File: src/pkg/sdc_map.svh
// object offsets, field positions, reset values and limits of the command objects
// assumes inclusion by bare name; definitions only
`ifndef SDC_MAP_SVH
`define SDC_MAP_SVH
`define SDC_OFS_CMD_WORD 16'h6040
`define SDC_OFS_MODE_SEL 16'h6060
`define SDC_OFS_TORQUE 16'h6071
`define SDC_OFS_POSITION 16'h607a
`define SDC_OFS_VELOCITY 16'h60ff
`define SDC_RST_CMD_WORD 16'h0000
`define SDC_RST_MODE_SEL 8'h00
`define SDC_RST_TORQUE 16'h0000
`define SDC_RST_POSITION 32'h00000000
`define SDC_RST_VELOCITY 32'h00000064
`define SDC_BIT_READY 0
`define SDC_BIT_VOLTAGE 1
`define SDC_BIT_QSTOP_N 2
`define SDC_BIT_SERVO_ON 3
`define SDC_BIT_MODE_LO 4
`define SDC_BIT_RELATIVE 6
`define SDC_BIT_FAULT_RST 7
`define SDC_BIT_HALT 8
`define SDC_TORQUE_MIN 16'hec78
`define SDC_TORQUE_MAX 16'h1388
`define SDC_TORQUE_RATED 16'h03e8
`define SDC_RAMP_STEP 32'h00000064
`endif

File: src/pkg/sdc_pkg.sv
// types shared by the command object block
// assumes sdc_map.svh compiled alongside
package sdc_pkg;
    typedef enum logic [7:0] {
        SDC_MODE_NONE = 8'h00,
        SDC_MODE_PP = 8'h01,
        SDC_MODE_PV = 8'h03,
        SDC_MODE_PT = 8'h04,
        SDC_MODE_HM = 8'h06,
        SDC_MODE_IP = 8'h07,
        SDC_MODE_CSP = 8'h08,
        SDC_MODE_CSV = 8'h09,
        SDC_MODE_CST = 8'h0a
    } sdc_mode_e;
    // decoded control word
    typedef struct packed {
        logic ready;
        logic voltage;
        logic quick_stop;
        logic servo_on;
        logic [2:0] mode_bits;
        logic halt;
        logic fault_reset_pulse;
    } sdc_cmd_s;
    typedef struct packed {
        logic [15:0] addr;
        logic [31:0] data;
        logic wr;
        logic rd;
    } sdc_req_s;
endpackage

File: src/rtl/sdc_cmd_decode.sv
// control word decoder: fault reset edge and command masking
// assumes the word comes from a register on the same clock
`include "sdc_map.svh"
module sdc_cmd_decode (
    input wire logic clk_i,
    input wire logic rst_i,
    input wire logic ce_i,
    input wire logic [15:0] word_i,
    output sdc_pkg::sdc_cmd_s cmd_o
);
    logic last_fr;
    logic next_last_fr;
    sdc_pkg::sdc_cmd_s next_cmd;
    sdc_pkg::sdc_cmd_s cmd_q;

    // decode; bits 9..15 are never looked at
    always_comb begin
        logic fr;
        fr = word_i[`SDC_BIT_FAULT_RST];
        next_last_fr = fr;
        next_cmd = '0;
        next_cmd.fault_reset_pulse = fr & ~last_fr;
        next_cmd.quick_stop = 1'b0;
        if (!fr) begin
            next_cmd.ready = word_i[`SDC_BIT_READY];
            next_cmd.voltage = word_i[`SDC_BIT_VOLTAGE];
            next_cmd.servo_on = word_i[`SDC_BIT_SERVO_ON];
            next_cmd.quick_stop = ~word_i[`SDC_BIT_QSTOP_N];
            next_cmd.mode_bits = word_i[`SDC_BIT_RELATIVE:`SDC_BIT_MODE_LO];
            next_cmd.halt = word_i[`SDC_BIT_HALT];
        end
    end

    // register
    always_ff @(posedge clk_i) begin
        if (rst_i) begin
            last_fr <= 1'b0;
            cmd_q <= '0;
        end else if (ce_i) begin
            last_fr <= next_last_fr;
            cmd_q <= next_cmd;
        end
    end
    assign cmd_o = cmd_q;
endmodule

File: src/rtl/sdc_ramp.sv
// velocity ramp toward a target with a fixed step, reports standstill
// assumes target from same clock
`include "sdc_map.svh"
module sdc_ramp #(
    parameter logic [31:0] STEP = `SDC_RAMP_STEP
) (
    input wire logic clk_i,
    input wire logic rst_i,
    input wire logic ce_i,
    input wire logic [31:0] target_i,
    output logic [31:0] value_o,
    output logic still_o
);
    logic [31:0] value;
    logic [31:0] next_value;

    // step toward target, landing exactly on it
    always_comb begin
        logic signed [32:0] diff;
        diff = $signed({target_i[31], target_i}) - $signed({value[31], value});
        next_value = value;
        if (diff > $signed({1'b0, STEP})) begin
            next_value = value + STEP;
        end else if (diff < -$signed({1'b0, STEP})) begin
            next_value = value - STEP;
        end else begin
            next_value = target_i;
        end
    end

    always_ff @(posedge clk_i) begin
        if (rst_i) begin
            value <= '0;
        end else if (ce_i) begin
            value <= next_value;
        end
    end
    assign value_o = value;
    assign still_o = (value == 32'h00000000);
endmodule

File: src/rtl/sdc_objects.sv
// command object store: control word, mode select, setpoints, mode switch
// assumes object writes arrive synchronous to clk_i from the bus cycle logic
`include "sdc_map.svh"
module sdc_objects (
    input wire logic clk_i,
    input wire logic rst_i,
    input wire logic ce_i,
    input sdc_pkg::sdc_req_s req_i,
    output logic [31:0] rdata_o,
    output logic rvalid_o,
    input wire logic [31:0] pos_feedback_i,
    input wire logic fault_i,
    input wire logic homing_done_i,
    input wire logic bus_sync_i,
    input wire logic [1:0] halt_option_i,
    output sdc_pkg::sdc_cmd_s cmd_o,
    output sdc_pkg::sdc_mode_e active_mode_o,
    output logic mode_switching_o,
    output logic [31:0] axis_commanded_position_monitor_o,
    output logic pos_ref_valid_o,
    output logic [31:0] vel_ref_o,
    output logic [15:0] torque_ref_o,
    output logic [1:0] halt_style_o,
    output logic fault_clear_o
);
    ////////////////////////////////////////////////////////////////////////
    logic [15:0] drive_command_word;
    logic [7:0] operation_mode_select;
    logic [15:0] torque_setpoint;
    logic [31:0] position_setpoint;
    logic [31:0] velocity_setpoint;
    logic [15:0] next_cw;
    logic [7:0] next_ms;
    logic [15:0] next_tq;
    logic [31:0] next_pos;
    logic [31:0] next_vel;
    logic [31:0] rdata;
    logic [31:0] next_rdata;
    logic rvalid;
    logic next_rvalid;
    logic pos_new;
    logic next_pos_new;
    logic pos_take;

    // object writes and reads at their documented indices
    always_comb begin
        next_cw = drive_command_word;
        next_ms = operation_mode_select;
        next_tq = torque_setpoint;
        next_pos = position_setpoint;
        next_vel = velocity_setpoint;
        // a reference is consumed once, applied or discarded, so it is never replayed
        next_pos_new = pos_new & ~pos_take;
        next_rvalid = req_i.rd;
        next_rdata = 32'h00000000;
        if (req_i.wr) begin
            unique case (req_i.addr)
                `SDC_OFS_CMD_WORD: next_cw = req_i.data[15:0];
                `SDC_OFS_MODE_SEL: next_ms = req_i.data[7:0];
                `SDC_OFS_TORQUE: next_tq = req_i.data[15:0];
                `SDC_OFS_POSITION: begin
                    next_pos = req_i.data;
                    next_pos_new = 1'b1;
                end
                `SDC_OFS_VELOCITY: next_vel = req_i.data;
                default: next_cw = drive_command_word;
            endcase
        end
        if (req_i.rd) begin
            unique case (req_i.addr)
                `SDC_OFS_CMD_WORD: next_rdata = {16'h0000, drive_command_word};
                `SDC_OFS_MODE_SEL: next_rdata = {24'h000000, operation_mode_select};
                `SDC_OFS_TORQUE: next_rdata = {16'h0000, torque_setpoint};
                `SDC_OFS_POSITION: next_rdata = position_setpoint;
                `SDC_OFS_VELOCITY: next_rdata = velocity_setpoint;
                default: next_rdata = 32'h00000000;
            endcase
        end
    end

    always_ff @(posedge clk_i) begin
        if (rst_i) begin
            drive_command_word <= `SDC_RST_CMD_WORD;
            operation_mode_select <= `SDC_RST_MODE_SEL;
            torque_setpoint <= `SDC_RST_TORQUE;
            position_setpoint <= `SDC_RST_POSITION;
            velocity_setpoint <= `SDC_RST_VELOCITY;
            rdata <= 32'h00000000;
            rvalid <= 1'b0;
            pos_new <= 1'b0;
        end else if (ce_i) begin
            drive_command_word <= next_cw;
            operation_mode_select <= next_ms;
            torque_setpoint <= next_tq;
            position_setpoint <= next_pos;
            velocity_setpoint <= next_vel;
            rdata <= next_rdata;
            rvalid <= next_rvalid;
            pos_new <= next_pos_new;
        end
    end
    assign rdata_o = rdata;
    assign rvalid_o = rvalid;

    ////////////////////////////////////////////////////////////////////////
    // control word decode
    sdc_pkg::sdc_cmd_s cmd;
    sdc_cmd_decode u_dec (
        .clk_i(clk_i),
        .rst_i(rst_i),
        .ce_i(ce_i),
        .word_i(drive_command_word),
        .cmd_o(cmd)
    );
    assign cmd_o = cmd;
    assign fault_clear_o = cmd.fault_reset_pulse;

    ////////////////////////////////////////////////////////////////////////
    // mode switch state machine
    typedef enum {ST_RUN, ST_RAMP} sdc_sw_e;
    sdc_sw_e sw;
    sdc_sw_e next_sw;
    sdc_pkg::sdc_mode_e mode;
    sdc_pkg::sdc_mode_e next_mode;
    sdc_pkg::sdc_mode_e pend;
    sdc_pkg::sdc_mode_e next_pend;
    logic homing_busy;
    logic next_homing_busy;
    logic flush;
    logic ramp_still;
    logic req_ok;
    logic vel_mode;

    // only supported assigned codes are accepted
    always_comb begin
        unique case (operation_mode_select)
            8'h01, 8'h03, 8'h04, 8'h06, 8'h08, 8'h09, 8'h0a: req_ok = 1'b1;
            default: req_ok = 1'b0;
        endcase
    end

    assign vel_mode = (mode == sdc_pkg::SDC_MODE_PV) || (mode == sdc_pkg::SDC_MODE_PT) ||
                      (mode == sdc_pkg::SDC_MODE_CSV) || (mode == sdc_pkg::SDC_MODE_CST);

    always_comb begin
        next_sw = sw;
        next_mode = mode;
        next_pend = pend;
        next_homing_busy = homing_busy;
        flush = 1'b0;
        if (homing_busy && (homing_done_i || fault_i || !cmd.servo_on)) begin
            next_homing_busy = 1'b0;
        end
        unique case (sw)
            ST_RUN: begin
                if (req_ok && (operation_mode_select != 8'(mode)) && !homing_busy) begin
                    next_pend = sdc_pkg::sdc_mode_e'(operation_mode_select);
                    if (mode == sdc_pkg::SDC_MODE_PP || mode == sdc_pkg::SDC_MODE_CSP) begin
                        flush = 1'b1;
                    end
                    if (vel_mode) begin
                        next_sw = ST_RAMP;
                    end else begin
                        next_mode = sdc_pkg::sdc_mode_e'(operation_mode_select);
                        next_homing_busy = (operation_mode_select == 8'h06);
                    end
                end
            end
            ST_RAMP: begin
                if (ramp_still) begin
                    next_mode = pend;
                    next_homing_busy = (pend == sdc_pkg::SDC_MODE_HM);
                    next_sw = ST_RUN;
                end
            end
        endcase
    end

    always_ff @(posedge clk_i) begin
        if (rst_i) begin
            sw <= ST_RUN;
            mode <= sdc_pkg::SDC_MODE_NONE;
            pend <= sdc_pkg::SDC_MODE_NONE;
            homing_busy <= 1'b0;
        end else if (ce_i) begin
            sw <= next_sw;
            mode <= next_mode;
            pend <= next_pend;
            homing_busy <= next_homing_busy;
        end
    end
    assign active_mode_o = mode;
    assign mode_switching_o = (sw == ST_RAMP);

    ////////////////////////////////////////////////////////////////////////
    // velocity reference with ramp; target zero while switching
    logic [31:0] ramp_target;
    assign ramp_target = (sw == ST_RAMP || (cmd.halt && halt_option_i != 2'b00)) ? 32'h00000000 :
                         ((mode == sdc_pkg::SDC_MODE_PV || mode == sdc_pkg::SDC_MODE_CSV) ?
                          velocity_setpoint : 32'h00000000);
    sdc_ramp u_ramp (
        .clk_i(clk_i),
        .rst_i(rst_i),
        .ce_i(ce_i),
        .target_i(ramp_target),
        .value_o(vel_ref_o),
        .still_o(ramp_still)
    );
    assign halt_style_o = halt_option_i;

    ////////////////////////////////////////////////////////////////////////
    // position and torque references
    logic [31:0] pos_cmd;
    logic [31:0] next_pos_cmd;
    logic pos_valid;
    logic next_pos_valid;
    logic [15:0] tq_ref;
    logic [15:0] next_tq_ref;
    logic pos_mode;
    assign pos_mode = (mode == sdc_pkg::SDC_MODE_PP) || (mode == sdc_pkg::SDC_MODE_CSP);

    always_comb begin
        next_pos_cmd = pos_cmd;
        next_pos_valid = pos_valid;
        pos_take = 1'b0;
        if (flush || !pos_mode) begin
            next_pos_valid = 1'b0;
            pos_take = 1'b1; // unexecuted reference dropped
        end else if (pos_new && (bus_sync_i || mode == sdc_pkg::SDC_MODE_PP)) begin
            // cyclic target applied at the bus period edge
            pos_take = 1'b1;
            next_pos_cmd = cmd.mode_bits[2] ? pos_feedback_i + position_setpoint
                                            : position_setpoint;
            next_pos_valid = ~cmd.halt;
        end
        next_tq_ref = 16'h0000;
        if ((mode == sdc_pkg::SDC_MODE_PT || mode == sdc_pkg::SDC_MODE_CST) && sw == ST_RUN) begin
            if ($signed(torque_setpoint) > $signed(`SDC_TORQUE_MAX)) begin
                next_tq_ref = `SDC_TORQUE_MAX;
            end else if ($signed(torque_setpoint) < $signed(`SDC_TORQUE_MIN)) begin
                next_tq_ref = `SDC_TORQUE_MIN;
            end else begin
                next_tq_ref = torque_setpoint; // 0.1 percent units, 1000 rated
            end
        end
    end

    always_ff @(posedge clk_i) begin
        if (rst_i) begin
            pos_cmd <= 32'h00000000;
            pos_valid <= 1'b0;
            tq_ref <= 16'h0000;
        end else if (ce_i) begin
            pos_cmd <= next_pos_cmd;
            pos_valid <= next_pos_valid;
            tq_ref <= next_tq_ref;
        end
    end
    assign axis_commanded_position_monitor_o = pos_cmd;
    assign pos_ref_valid_o = pos_valid;
    assign torque_ref_o = tq_ref;
endmodule

File: config.mk
export PLATFORM = sky130hd
export DESIGN_NAME = sdc_objects
export DESIGN_NICKNAME = d
export VERILOG_FILES = /design/src/pkg/sdc_pkg.sv /design/src/rtl/sdc_cmd_decode.sv /design/src/rtl/sdc_ramp.sv /design/src/rtl/sdc_objects.sv
export VERILOG_INCLUDE_DIRS = /design/src /design/src/pkg
export SDC_FILE = /design/constraint.sdc
export NUM_CORES = 1
export LEC_CHECK = 0
export BUFFER_PORTS_ARGS = -buffer_cell sky130_fd_sc_hd__buf_2
export CORE_MARGIN = 2
export CORE_UTILIZATION = 58
export DETAILED_ROUTE_END_ITERATION = 8
export PLACE_DENSITY = 0.8
export SETUP_SLACK_MARGIN = 0.2
export SLEW_MARGIN = 15
export SYNTH_ARGS = -nofsm -noshare
export SYNTH_HDL_FRONTEND = slang
export SYNTH_SLANG_ARGS = --single-unit
File: constraint.sdc
create_clock -name clk_i -period 6.6 [get_ports clk_i]
set_input_delay 0.66 -clock clk_i [delete_from_list [all_inputs] [get_ports clk_i]]
set_output_delay 0.66 -clock clk_i [all_outputs]
set_load 0.01 [all_outputs]
==> impl_results.md <==
- Status: completed
- Largest net degree at the start of global routing: 92
- # hold bufs at CTS: 0
- CTS tree: yes
- Hold slack: 372 ps
- Count leader, synth: nand2_1
- Drt initial violations: 1930
- Synthesis-stage register bit count: 247
- Worst-path maximum fanout: 59
- Synth top area cells: dfxtp_1, nand2_1, a21oi_1
- Switching share of power: 0.351
- Synthesized cell area: 0.0154 mm2
- Clock latency on the worst-skew pair: 540 ps
- Vias/cell: 6.41
- Routed WL: 51.4 mm
- Synth unique cells: 85
- HP Class: input pin to flop
- Switch Pwr: 1.61 mW
- Fin. max-slew vios: 0
- Cells after synthesis: 2045
- Vias in the first global route: 15.1k
- DRT Pass-1 Iters: 6
- Max Cap Viol: 0
- Asr flop ratio synth: 0
- Flop pwr share: 0.354
- Crit share post-route: 0.908
- First-pass GRT wire length: 80.3 mm
- Core ar.: 0.0261 mm2
- Fin nets: 2337
- Ys flop type: dfxtp_1
- CTS sink cnt: 247
- Via count: 16.2k
- P_int: 2.97 mW
- Worst-path clk slew: 70 ps
- Total track usage: 0.352
- Actual slew at the worst max-slew pin: 1100 ps
- Gr ovfl total: 0
- Post-synth EDFFs: 0
- H-tree depth: 1
- Die X: 167 um
- Post-DRT Antenna Nets: 0
- Port-buffer cells: 224
- Setup_tns: 0 ps
- Placer Congestion: 0.975
- Syn avg cell area: 7.55 um2
- Synth top cells by count: nand2_1, dfxtp_1, a21oi_1, nor2_1, clkbuf_1
- Tmin final: 5990 ps
- Layout fillers: 2323
- Num CTS Buffers: 27
- Clock root buffer: clkbuf_16
- Num rows: 59
- Power consumption: 4.58 mW
- Initial antenna violation count: 0
- Comb power frac: 0.314
- Setup crit start kind: flop
- Slew margin rel.: 0.264
- Critical path class: flop to flop
- Die footprint: 0.0279 mm2
- CP Data Required Time: 6980 ps
- Synthesis Warnings: 0
- Max clock buf depth: 3
- RSZ-0062 raised after global routing: no
- Layout cells sized above 1: 0.144
- Postcts setup bufs: 0
- Pwr dens: 263 mW/mm2
- Sequential-to-total area share from yosys stat: 0.320
- Ant diodes: 0
- Final setup viols: 0
- Die Height: 167 um
- Final hold violations: 0
- IO Pins: 225
- Post-cts sizing count: 0
- CP Data Arrival Time: 6370 ps
- DP Wirelength: 37.2 mm
- Worst clock skew: 11.8 ps
- Wire per inst: 20.3 um
- Starting density of the core: 0.592
- Clk network pwr share: 0.332
- Yosys top cell by area: dfxtp_1
- Worst VDD drop: 262 uV
- FMAX: 167 MHz
- Syn_nets: 2204
- DRC: 0
- Synthesis-to-layout area growth: 13.1%
- Crit end category: flop
- Synth top area share: 0.320
- Static Leak: 7.05 nW
==> flip-flops by register name (all words and copies together) (netlist names), 8 cells and up <==
name                               cells
position_setpoint                     32
pend                                   8
u_ramp.value_o                        32
u_dec.cmd_o                            9
active_mode_o                          8
operation_mode_select                  8
torque_ref_o                          16
rdata_o                               32
drive_command_word                    16
velocity_setpoint                     32
torque_setpoint                       16
axis_commanded_position_monitor_o     32
==> cells in the final DEF, fill, tap and decap left out, types with 10 or more instances in the layout <==
cell       synthesis  final
nand2_1          339    339
dfxtp_1          247    247
buf_2             13    223
a21oi_1          202    201
nor2_1           174    173
o21ai_0           97     97
ha_1              67     67
xnor2_1           62     62
inv_1             58     58
mux2i_1           57     57
a22oi_1           54     54
and2_1            44     44
nand4_1           41     41
nand3_1           40     40
nor3_1            40     38
a31oi_1           32     32
a211oi_1          31     31
o211ai_1          29     29
clkbuf_16          0     27
a21o_1            25     25
and3_1            25     24
buf_4              6     20
nor4_1            17     17
a22o_1            16     16
a222oi_1          16     16
or3_1             15     15
o21a_1            14     14
nand2b_1          12     12
xor2_1            11     11
o21ai_1           10     10
a311oi_1          10     10
==> layer usage <==
layer,wire (um),share of wire,track usage,vias up
li1,-,-,-,7638
met1,20500,0.40,0.449,7602
met2,22900,0.45,0.563,810
met3,4640,0.090,0.0591,180
met4,3340,0.065,0.207,0
met5,0,0,0,-
==> critical path: stages (launching register included) <==
cell and delay, ps:
dfxtp_1 350, or4_1 580, or2_2 330, nor2_1 140, buf_4 300, and2_1 200, ha_1 310, a21oi_1 310
o21ai_1 290, a221o_1 360, a211oi_1 250, nand2_1 90, nor4_1 510, nand4_1 190, or4_4 570, o21ba_4 400
a211o_1 370, a21oi_1 180, a211oi_1 60
==> logic make-up (layout without fill, tap and decap cells) <==
family,Yosys count,in the layout,share of synthesized area
compound gates,608,608,0.256
fa+ha+maj,69,69,0.0569
buf+inv,199,351,0.0514
xor+xnor,73,73,0.0414
mux,60,60,0.0392
flops,247,247,0.320
simple gates,789,789,0.235
==> path summary, 6_finish.rpt <==
check,endpoint,depth (start not counted),from,slack [ps]
hold reg to reg,drive_command_word[15]$_SDFFE_PP0P_,2,drive_command_word[15]$_SDFFE_PP0P_,460
hold / removal,velocity_setpoint[27]$_SDFFE_PP0P_,3,req_i[29],370
setup reg to reg,u_ramp.value_o[3]$_SDFFE_PP0P_,18,active_mode_o[4]$_SDFFE_PP0P_,610
setup / recovery,u_ramp.value_o[3]$_SDFFE_PP0P_,18,active_mode_o[4]$_SDFFE_PP0P_,610
==> power groups by stage <==
| stage | logic, mW | clock network (mW) | registers [mW] |
|---|---|---|---|
| floorplan | 1.08 | 0 | 1.63 |
| global placement | 1.39 | 0 | 1.65 |
| detailed placement | 1.40 | 0 | 1.65 |
| CTS | 1.41 | 1.52 | 1.62 |
| global route | 1.58 | 1.58 | 1.63 |
| finish | 1.44 | 1.52 | 1.62 |
==> stage by stage <==
step | utilization | instances | setup WS [ps] | cell area (um2)
floorplan | - | 2045 | 1680 | 15400
global placement | 0.636 | 2484 | 1070 | 16600
detailed placement | 0.636 | 2484 | 906 | 16600
CTS | 0.670 | 2532 | 859 | 17500
global route | 0.670 | 2532 | 420 | 17500
finish | 0.670 | 2532 | 609 | 17500
==> final cells by class <==
cell class,count,area (um2),area share
tap,335,419,0.0240
sequential,247,4940,0.283
timing repair buffer,244,1280,0.0732
inverter,59,221,0.0127
clock buffer,39,771,0.0442
multi-input combinational,1599,9720,0.557
clock inverter,9,104,0.00595
Note: power is estimated with default switching activity, not from simulation.
